[config.mk]
export PLATFORM = sky130hd
export DESIGN_NAME = interrupt_and_event_transfer
export DESIGN_NICKNAME = d
export VERILOG_FILES = /design/src/icu_pkg.sv /design/src/interrupt_and_event_transfer.sv
export SDC_FILE = /design/constraint.sdc
export NUM_CORES = 2
export LEC_CHECK = 0
export BUFFER_PORTS_ARGS = -buffer_cell sky130_fd_sc_hd__buf_2
export CORE_UTILIZATION = 40
export CTS_BUF_LIST = sky130_fd_sc_hd__clkbuf_4 sky130_fd_sc_hd__clkbuf_8 sky130_fd_sc_hd__clkbuf_16
export CTS_CLUSTER_SIZE = 20
export DETAILED_ROUTE_END_ITERATION = 12
export HOLD_SLACK_MARGIN = 0.1
export PLACE_DENSITY_LB_ADDON = 0.3
export SYNTH_ARGS = -nofsm -noshare
export SYNTH_HDL_FRONTEND = slang
export SYNTH_SLANG_ARGS = --single-unit
[constraint.sdc]
create_clock -name clk_sys -period 81 [get_ports clk_sys]
set_clock_uncertainty 0.05 [all_clocks]
set_input_delay 8.1 -clock clk_sys [delete_from_list [all_inputs] [get_ports clk_sys]]
set_output_delay 8.1 -clock clk_sys [all_outputs]
set_load 0.01 [all_outputs]
[src/icu_pkg.sv]
// Constants, register map and carrier types of the interrupt and transfer unit.
package icu_pkg;

	// Channel count of the transfer unit and default source counts.
	localparam int NCH       = 8;
	localparam int NSRC_DEF  = 16;
	localparam int NEXT_DEF  = 4;
	localparam int NTRAP_DEF = 4;

	// Register word addresses on the plain register port.
	localparam logic [7:0] ADR_SRC  = 8'h00;
	localparam logic [7:0] ADR_CHN  = 8'h20;
	localparam logic [7:0] ADR_SPTR = 8'h30;
	localparam logic [7:0] ADR_DPTR = 8'h38;
	localparam logic [7:0] ADR_EDGE = 8'h40;
	localparam logic [7:0] ADR_TRAP = 8'h41;
	localparam logic [7:0] ADR_STAT = 8'h42;
	localparam logic [7:0] ADR_MASK = 8'h43;

	// Source control word fields.
	localparam int SC_LVL_LO = 0;
	localparam int SC_EN     = 4;
	localparam int SC_XSEL   = 5;
	localparam int SC_CH_LO  = 6;
	localparam int SC_REQ    = 9;

	// Channel control word fields.
	localparam int CC_CNT_LO = 0;
	localparam int CC_WORD   = 8;
	localparam int CC_CONT   = 9;
	localparam int CC_ISRC   = 10;
	localparam int CC_IDST   = 11;

	// Edge select bits, two per fast external input.
	localparam int EDGE_RISE_BIT = 0;
	localparam int EDGE_FALL_BIT = 1;

	// Vector bases and reset values.
	localparam logic [7:0]  VEC_TRAP_BASE = 8'h00;
	localparam logic [7:0]  VEC_SRC_BASE  = 8'h10;
	localparam logic [15:0] RST_WORD      = 16'h0000;
	localparam logic [7:0]  RST_BYTE      = 8'h00;
	localparam logic [7:0]  CNT_ONE       = 8'h01;

	// Service handed to the CPU core.
	typedef struct packed {
		logic       valid;
		logic       push;
		logic [7:0] vector;
	} cpu_svc_s;

	// Single move handed to the memory side.
	typedef struct packed {
		logic        valid;
		logic        word;
		logic [15:0] src;
		logic [15:0] dst;
	} xfer_s;

endpackage : icu_pkg

[src/interrupt_and_event_transfer.sv]
// Prioritising interrupt controller with an eight channel event transfer unit.
//
// Function
// - Arbitrate all pending enabled sources against each other every machine cycle.
// - Each source selects CPU interrupt or transfer unit service.
// - A winning transfer selection starts a move on its channel.
// - A transfer moves one byte or word, one cycle, no state save.
// - CPU interrupt accepted only if its level exceeds the CPU level.
// - Accepted interrupt pushes machine state and branches to source vector.
// - Eight channels, each with count value and control bits.
// - Channel source and destination pointers live in a RAM region.
// - Each transfer decrements the channel count unless continuous mode.
// - At count zero the request becomes a standard interrupt.
// - Fast external inputs detect rising, falling or both edges.
// - Software trap raises the service named by its trap number.
// - Hardware traps are non-maskable and branch to dedicated vectors.
// - Each hardware trap sets its own bit in the trap flag register.
// - A hardware trap preempts all except an equal or higher trap in service.
// - During trap service, interrupts and transfers are blocked.
// - Locked sequences hold off interrupts, transfers and class A traps.
//
// The register addresses and the strobed register port were chosen for this implementation.
`timescale 1ns/10ps
module interrupt_and_event_transfer #(
	parameter int              NSRC   = icu_pkg::NSRC_DEF,
	parameter int              NEXT   = icu_pkg::NEXT_DEF,
	parameter int              NTRAP  = icu_pkg::NTRAP_DEF,
	parameter logic [NTRAP-1:0] CLASSA = 4'h3
) (
	// Clock and reset.
	input  wire logic                 clk_sys,
	input  wire logic                 resetn,
	// Register port.
	input  wire logic [7:0]           regAddr,
	input  wire logic [15:0]          regWdata,
	input  wire logic                 regWr,
	input  wire logic                 regRd,
	output logic [15:0]               regRdata,
	// Request sources.
	input  wire logic [NSRC-1:0]      periphReq,
	input  wire logic [NEXT-1:0]      extPin,
	input  wire logic [NTRAP-1:0]     hwTrap,
	input  wire logic                 swTrap,
	input  wire logic [7:0]           swTrapNum,
	// CPU status.
	input  wire logic [3:0]           cpuLevel,
	input  wire logic                 lockSeq,
	input  wire logic                 trapDone,
	// Services.
	output icu_pkg::cpu_svc_s         cpuSvc,
	output icu_pkg::xfer_s            xfer,
	output logic                      irq
);
	localparam int SW = $clog2(NSRC);
	localparam int TW = $clog2(NTRAP);
	if (NSRC > 16 || NSRC <= NEXT || NEXT < 1 || NEXT > 8 ||
			NTRAP < 2 || NTRAP > 8) begin : g_chk
		$error("Unsupported source or trap count.");
	end
	logic [15:0]     srcCtl_r [NSRC];
	logic [NSRC-1:0] reqFlag_r;
	logic [11:0]     chnCtl_r [icu_pkg::NCH];
	logic [15:0]     ptrSrc_r [icu_pkg::NCH];
	logic [15:0]     ptrDst_r [icu_pkg::NCH];
	logic [15:0]     edgeSel_r;
	logic [NEXT-1:0] extPrev_r;
	logic [7:0]      trapFlag_r;
	logic [7:0]      trapPend_r;
	logic            trapBusy_r;
	logic [TW-1:0]   trapCur_r;
	logic            swPend_r;
	logic [7:0]      swNum_r;
	logic [7:0]      status_r;
	logic [7:0]      mask_r;
	logic [NSRC-1:0] srcEvt;
	logic            winFound;
	logic [SW-1:0]   winIdx;
	logic [3:0]      winLvl;
	logic [2:0]      winCh;
	logic [7:0]      winCnt;
	logic            winCont;
	logic            goTrap;
	logic [TW-1:0]   trapIdx;
	logic            swGo;
	logic            blockStd;
	logic            goXfer;
	logic            goInt;
	logic            wrSrc;
	logic            wrChn;
	logic            wrSptr;
	logic            wrDptr;
	logic [15:0]     rdNxt;
	// Register decode for the table areas.
	assign wrSrc  = regWr && regAddr >= icu_pkg::ADR_SRC &&
		regAddr < icu_pkg::ADR_SRC + 8'(NSRC);
	assign wrChn  = regWr && regAddr[7:3] == icu_pkg::ADR_CHN[7:3];
	assign wrSptr = regWr && regAddr[7:3] == icu_pkg::ADR_SPTR[7:3];
	assign wrDptr = regWr && regAddr[7:3] == icu_pkg::ADR_DPTR[7:3];

	always_comb begin
		srcEvt = periphReq;
		for (int i = 0; i < NEXT; i++) begin
			srcEvt[i] = periphReq[i] ||
				(edgeSel_r[2*i+icu_pkg::EDGE_RISE_BIT] && extPin[i] &&
					!extPrev_r[i]) ||
				(edgeSel_r[2*i+icu_pkg::EDGE_FALL_BIT] && !extPin[i] &&
					extPrev_r[i]);
		end
	end

	always_ff @(posedge clk_sys or negedge resetn) begin
		if (!resetn) begin
			extPrev_r <= '0;
		end else begin
			extPrev_r <= extPin;
		end
	end

	// arbitrate every cycle.
	// Highest level wins; on equal levels the lower source number wins.
	always_comb begin
		winFound = 1'b0;
		winIdx   = '0;
		winLvl   = 4'h0;
		for (int i = 0; i < NSRC; i++) begin
			if (reqFlag_r[i] && srcCtl_r[i][icu_pkg::SC_EN] &&
					(!winFound || srcCtl_r[i][3:0] > winLvl)) begin
				winFound = 1'b1;
				winIdx   = SW'(i);
				winLvl   = srcCtl_r[i][3:0];
			end
		end
	end

	assign winCh   = srcCtl_r[winIdx][icu_pkg::SC_CH_LO +: 3];
	assign winCnt  = chnCtl_r[winCh][icu_pkg::CC_CNT_LO +: 8];
	assign winCont = chnCtl_r[winCh][icu_pkg::CC_CONT];
	// trap preemption order.
	// A lower trap number is a higher priority; class A waits for locks.
	always_comb begin
		goTrap  = 1'b0;
		trapIdx = '0;
		for (int i = NTRAP - 1; i >= 0; i--) begin
			if (trapPend_r[i] && !(lockSeq && CLASSA[i]) &&
					(!trapBusy_r || TW'(i) < trapCur_r)) begin
				goTrap  = 1'b1;
				trapIdx = TW'(i);
			end
		end
	end

	assign swGo = swPend_r && !goTrap;
	assign blockStd = lockSeq || trapBusy_r || goTrap || swGo;
	// exhausted count falls back to an interrupt.
	assign goXfer = winFound && !blockStd &&
		srcCtl_r[winIdx][icu_pkg::SC_XSEL] && (winCnt != 8'h00 || winCont);
	assign goInt  = winFound && !blockStd && !goXfer && winLvl > cpuLevel;
	// Source control words.
	always_ff @(posedge clk_sys or negedge resetn) begin
		if (!resetn) begin
			for (int i = 0; i < NSRC; i++) begin
				srcCtl_r[i] <= icu_pkg::RST_WORD;
			end
		end else if (wrSrc) begin
			srcCtl_r[regAddr[SW-1:0]] <= regWdata;
		end
	end

	// clear on acceptance.
	// A new event in the acceptance cycle wins, so it is never lost.
	always_ff @(posedge clk_sys or negedge resetn) begin
		if (!resetn) begin
			reqFlag_r <= '0;
		end else begin
			for (int i = 0; i < NSRC; i++) begin
				if (srcEvt[i]) begin
					reqFlag_r[i] <= 1'b1;
				end else if ((goXfer || goInt) && winIdx == SW'(i)) begin
					reqFlag_r[i] <= 1'b0;
				end else if (wrSrc && regAddr[SW-1:0] == SW'(i)) begin
					reqFlag_r[i] <= regWdata[icu_pkg::SC_REQ];
				end
			end
		end
	end

	always_ff @(posedge clk_sys or negedge resetn) begin
		if (!resetn) begin
			for (int c = 0; c < icu_pkg::NCH; c++) begin
				chnCtl_r[c] <= 12'h000;
			end
		end else begin
			if (wrChn) begin
				chnCtl_r[regAddr[2:0]] <= regWdata[11:0];
			end
			if (goXfer && !winCont) begin
				chnCtl_r[winCh][icu_pkg::CC_CNT_LO +: 8] <= winCnt - icu_pkg::CNT_ONE;
			end
		end
	end

	// pointers held in the RAM region.
	// The hardware update wins over a software write to the same pointer.
	always_ff @(posedge clk_sys) begin
		if (wrSptr) begin
			ptrSrc_r[regAddr[2:0]] <= regWdata;
		end
		if (wrDptr) begin
			ptrDst_r[regAddr[2:0]] <= regWdata;
		end
		if (goXfer) begin
			if (chnCtl_r[winCh][icu_pkg::CC_ISRC]) begin
				ptrSrc_r[winCh] <= ptrSrc_r[winCh] +
					(chnCtl_r[winCh][icu_pkg::CC_WORD] ? 16'h0002 : 16'h0001);
			end
			if (chnCtl_r[winCh][icu_pkg::CC_IDST]) begin
				ptrDst_r[winCh] <= ptrDst_r[winCh] +
					(chnCtl_r[winCh][icu_pkg::CC_WORD] ? 16'h0002 : 16'h0001);
			end
		end
	end

	// Edge select and mask registers.
	always_ff @(posedge clk_sys or negedge resetn) begin
		if (!resetn) begin
			edgeSel_r <= icu_pkg::RST_WORD;
			mask_r    <= icu_pkg::RST_BYTE;
		end else begin
			if (regWr && regAddr == icu_pkg::ADR_EDGE) begin
				edgeSel_r <= regWdata;
			end
			if (regWr && regAddr == icu_pkg::ADR_MASK) begin
				mask_r <= regWdata[7:0];
			end
		end
	end

	// sticky trap flags, write one to clear, set wins.
	always_ff @(posedge clk_sys or negedge resetn) begin
		if (!resetn) begin
			trapFlag_r <= icu_pkg::RST_BYTE;
		end else begin
			trapFlag_r <= (trapFlag_r & ~((regWr && regAddr == icu_pkg::ADR_TRAP) ?
				regWdata[7:0] : 8'h00)) | 8'(hwTrap);
		end
	end

	// Count exhaustion events for software, write one to clear.
	always_ff @(posedge clk_sys or negedge resetn) begin
		if (!resetn) begin
			status_r <= icu_pkg::RST_BYTE;
		end else begin
			status_r <= (status_r & ~((regWr && regAddr == icu_pkg::ADR_STAT) ?
				regWdata[7:0] : 8'h00)) |
				((goXfer && !winCont && winCnt == icu_pkg::CNT_ONE) ?
				8'h01 << winCh : 8'h00);
		end
	end

	always_ff @(posedge clk_sys or negedge resetn) begin
		if (!resetn) begin
			irq <= 1'b0;
		end else begin
			irq <= |(status_r & mask_r);
		end
	end

	always_ff @(posedge clk_sys or negedge resetn) begin
		if (!resetn) begin
			trapPend_r <= icu_pkg::RST_BYTE;
			trapBusy_r <= 1'b0;
			trapCur_r  <= '0;
		end else begin
			trapPend_r <= (trapPend_r & ~(goTrap ? 8'h01 << trapIdx : 8'h00)) |
				8'(hwTrap);
			if (goTrap) begin
				trapBusy_r <= 1'b1;
				trapCur_r  <= trapIdx;
			end else if (trapDone) begin
				trapBusy_r <= 1'b0;
			end
		end
	end

	// software trap held until it can be issued.
	always_ff @(posedge clk_sys or negedge resetn) begin
		if (!resetn) begin
			swPend_r <= 1'b0;
			swNum_r  <= icu_pkg::RST_BYTE;
		end else if (swTrap) begin
			swPend_r <= 1'b1;
			swNum_r  <= swTrapNum;
		end else if (swGo) begin
			swPend_r <= 1'b0;
		end
	end

	// push state and branch to vector.
	always_ff @(posedge clk_sys or negedge resetn) begin
		if (!resetn) begin
			cpuSvc <= '0;
		end else begin
			cpuSvc.valid  <= goTrap || swGo || goInt;
			cpuSvc.push   <= goTrap || swGo || goInt;
			if (goTrap) begin
				cpuSvc.vector <= icu_pkg::VEC_TRAP_BASE + 8'(trapIdx);
			end else if (swGo) begin
				cpuSvc.vector <= swNum_r;
			end else begin
				cpuSvc.vector <= icu_pkg::VEC_SRC_BASE + 8'(winIdx);
			end
		end
	end

	// one move, one cycle, nothing pushed.
	always_ff @(posedge clk_sys or negedge resetn) begin
		if (!resetn) begin
			xfer <= '0;
		end else begin
			xfer.valid <= goXfer;
			xfer.word  <= chnCtl_r[winCh][icu_pkg::CC_WORD];
			xfer.src   <= ptrSrc_r[winCh];
			xfer.dst   <= ptrDst_r[winCh];
		end
	end

	// Read back; unmapped words read as zero.
	always_comb begin
		rdNxt = 16'h0000;
		if (regAddr < icu_pkg::ADR_SRC + 8'(NSRC)) begin
			rdNxt = srcCtl_r[regAddr[SW-1:0]];
			rdNxt[icu_pkg::SC_REQ] = reqFlag_r[regAddr[SW-1:0]];
		end else if (regAddr[7:3] == icu_pkg::ADR_CHN[7:3]) begin
			rdNxt = {4'h0, chnCtl_r[regAddr[2:0]]};
		end else if (regAddr[7:3] == icu_pkg::ADR_SPTR[7:3]) begin
			rdNxt = ptrSrc_r[regAddr[2:0]];
		end else if (regAddr[7:3] == icu_pkg::ADR_DPTR[7:3]) begin
			rdNxt = ptrDst_r[regAddr[2:0]];
		end else if (regAddr == icu_pkg::ADR_EDGE) begin
			rdNxt = edgeSel_r;
		end else if (regAddr == icu_pkg::ADR_TRAP) begin
			rdNxt = {8'h00, trapFlag_r};
		end else if (regAddr == icu_pkg::ADR_STAT) begin
			rdNxt = {8'h00, status_r};
		end else if (regAddr == icu_pkg::ADR_MASK) begin
			rdNxt = {8'h00, mask_r};
		end
	end

	always_ff @(posedge clk_sys or negedge resetn) begin
		if (!resetn) begin
			regRdata <= 16'h0000;
		end else if (regRd) begin
			regRdata <= rdNxt;
		end
	end
endmodule : interrupt_and_event_transfer

==> results.md <==
* Seq/Total Area, Yosys at 0.4574
* Grt ovf at 0
* I/O pin total at 128
* Main synth FF type: dfrtp_1
* Clk buf depth at 3
* Height of the die at 328.5 um
* CP Class: flip-flop to flip-flop
* Antenna-violating nets left at 0
* Slowest stage delay, CP at 0.93 ns
* Slew Viols, Final at 0
* Initial antenna violation count at 6
* Detailed-route DRC error count at 26
* Synth Area per Inst at 12.30 sq um
* Failing checks: design-rule violations
* Detailed Place HPWL at 94.22 mm
* CP Data Arrival Time at 32.72 ns
* Worst path required time at 81.21 ns
* Peak fanout along the critical path at 27
* CP Launch Type: flip-flop
* Worst hold-check path type: flip-flop to flip-flop
* H-tree Lvls at 3
* Crit path top cell by count: ha_1
* Final setup fails at 0
* Max Cap Viol at 0
* Area grow syn2layout at 11.01%
* Post-synth top area cell: dfrtp_1
* CTS Buf Count at 80
* Cell Area, Synth at 42630 sq um
* Sequential share of power at 0.286
* Cts repair resizes at 0
* First-pass GRT wire length at 207.2 mm
* Clk Latency, worst-skew pair at 0.67 ns
* Top post-synthesis cells by area: dfrtp_1 28%, edfxtp_1 18%, mux2_2 14%, mux4_2 9.1%, mux2i_1 6.7%
* Post-synth ARST share at 0.6484
* Core ar. at 105400 sq um
* CP delay by family, top: compound AO/OA/AOI/OAI gates
* Largest net degree at the start of global routing at 107
* Synth top area share at 0.2771
* Die W at 328.5 um
* Unrepaired setup endpoints after global routing: no
* Final Net Count at 3610
* Routability cong. at 0.9302
* Synthesized Nets at 3598
* Crit. End Element: flip-flop
* Crit path time final at 32.51 ns
* Critical path's slowest cell: nor3_4
* Detailed Routing Iterations Pass 1 at 12
* Flops & latches, synth at 728
* Final hold vios at 0
* Status: finished with violations
* Setup TNS at 0 ns
* Cell with the most instances after synthesis: mux2_2
* Die ar. at 107900 sq um
* Vias in the first global route at 30480
* Lkg Pwr at 19.61 nW
* Final period utilization at 0.4013
* Detailed-route via count at 31010
* Worst path bufs/invs at 15
* Clock sinks at 728
* Post-DR wirelength/cell at 28.09 um
* Synth warn at 0
* Maximum VDD drop at 0.02446 mV
* Synth cell types at 102
* Combinational share of power at 0.452
* Cells after Synth at 3465
* Reg clk slew, reported paths at 0.06 ns
* Gr usage total at 0.2558
* Clock share of power at 0.262
* Final WL at 138.6 mm
* Layout cells sized above 1 at 0.3179
* WHS at 0.4306 ns
* Initial core utilization at 0.4044
* Iter 0 DRT Violations at 3687
* Post-CTS Setup Inserts at 0
* Antenna diode count at 0
* Max Clk Rate at 30.76 MHz
* Relative slew slack at 0.1199
* Num rows at 119
* IO Port Bufs at 127
* Vias per cell at 6.285
* Sw Share at 0.4398
* CTS Hold Buffers Added at 0
* Power Density at 31.27 nW/um^2
* Worst Tran Pin Value at 1.320 ns
* CTS tree: done
* EDFF count, synth at 256
* Synth top cells by count: 526 x mux2_2, 472 x dfrtp_1, 293 x nand2_1
* Sw Pwr at 650.8 uW
* Internal power at 829.0 uW
* Root buf cell: clkbuf_16
worst paths after layout:
path / slack [ns] / end / from / cells after the start
min reg2reg: 0.43 / regRdata[6] / regRdata[6] / 2
min in group asynchronous: 7.48 / srcCtl_r[170] / resetn / 1
max: 48.49 / ptrDst_r[1][2] / reqFlag_r[0] / 140
max reg2reg: 48.49 / ptrDst_r[1][2] / reqFlag_r[0] / 140
max in group asynchronous: 70.72 / chnCtl_r[28] / resetn / 4
min: 0.43 / regRdata[6] / regRdata[6] / 2
layout by cell type, fill, tap and decap left out, types with 15 or more instances in the layout:
cell type  synthesis  layout
o31ai_1           19      19
xor2_1            22      22
edfxtp_1         256     256
nor2b_1           19      19
ha_1              64      64
a21oi_1           96      95
mux2_2           526     526
nor3_1            35      35
mux2i_1          286     286
nand2_1          293     292
mux4_2           172     172
mux2_1            52      52
nand2b_1          15      15
clkbuf_8           0      18
dfrtp_1          472     472
inv_1             68      67
and3_1            16      16
nand4_1           46      46
o211ai_1          21      21
o21ai_1           16      16
nor2_1           132     132
a31oi_1           15      15
clkbuf_16          0      84
clkbuf_4           0      21
or2_2             15      16
o22ai_1           20      20
a211oi_1          18      18
or3_1             19      19
o21ai_0          104     100
buf_4              7      64
buf_2             37     123
nand3_1          107     106
per-layer routing:
| metal | GRT usage | share of wire |
|---|---|---|
| met1 | 0.3583 | 0.42 |
| met5 | 0 | 0.00031 |
| met3 | 0.04981 | 0.087 |
| met2 | 0.3938 | 0.45 |
| met4 | 0.09181 | 0.035 |
final cells by class:
class | instances | area, sq um
repair buffers | 190 | 1140
well taps | 1391 | 1740
fillers | 9578 | 58090
inverters | 70 | 262.8
multi-input cells | 2407 | 21880
flip-flops and latches | 728 | 19500
clock inverters | 25 | 310.3
clock buffers | 122 | 2494
flip-flops by register name, summed over array words and instances, names as in the netlist, 9 cells and up:
register   cells
srcCtl_r     240
ptrDst_r     128
ptrSrc_r     128
chnCtl_r      96
xfer          34
edgeSel_r     16
regRdata      16
reqFlag_r     16
cpuSvc         9
logic make-up after synthesis:
family	synth area share
AO/OA/AOI/OAI	0.08030
adder cells (fa/ha/maj)	0.01972
AND/OR/NAND/NOR	0.09325
flip-flops	0.4574
buffers and inverters	0.03164
multiplexers	0.3107
XOR/XNOR	0.006985
power by group through the flow:
| stage | Sequential [mW] | Clock [mW] | Combinational [mW] |
|---|---|---|---|
| 6_report | 0.423 | 0.388 | 0.669 |
| 5_1_grt | 0.425 | 0.407 | 0.706 |
| 4_1_cts | 0.423 | 0.393 | 0.654 |
| 3_5_place_dp | 0.429 | 0 | 0.651 |
| 3_3_place_gp | 0.429 | 0 | 0.651 |
| 2_1_floorplan | 0.429 | 0 | 0.411 |
through the flow:
stage	util	setup slack (ns)	std cells	cell area, sq um	power, mW
global placement	0.4223	49.87	4786	44520	1.081
finish	0.4489	48.49	4933	47320	1.480
global route	0.4489	46.24	4933	47320	1.538
floorplan	-	53.13	3465	42630	0.8397
detailed placement	0.4223	48.99	4786	44520	1.080
CTS	0.4489	48.91	4933	47320	1.470
tightest hold or removal path: cells and delay by family (launching register included):
| kind | cells | cell delay, ns |
|---|---|---|
| DFF | 1 | 0.33 |
| and+or+nand+nor | 2 | 0.11 |
(Power assumes the default switching activity.)
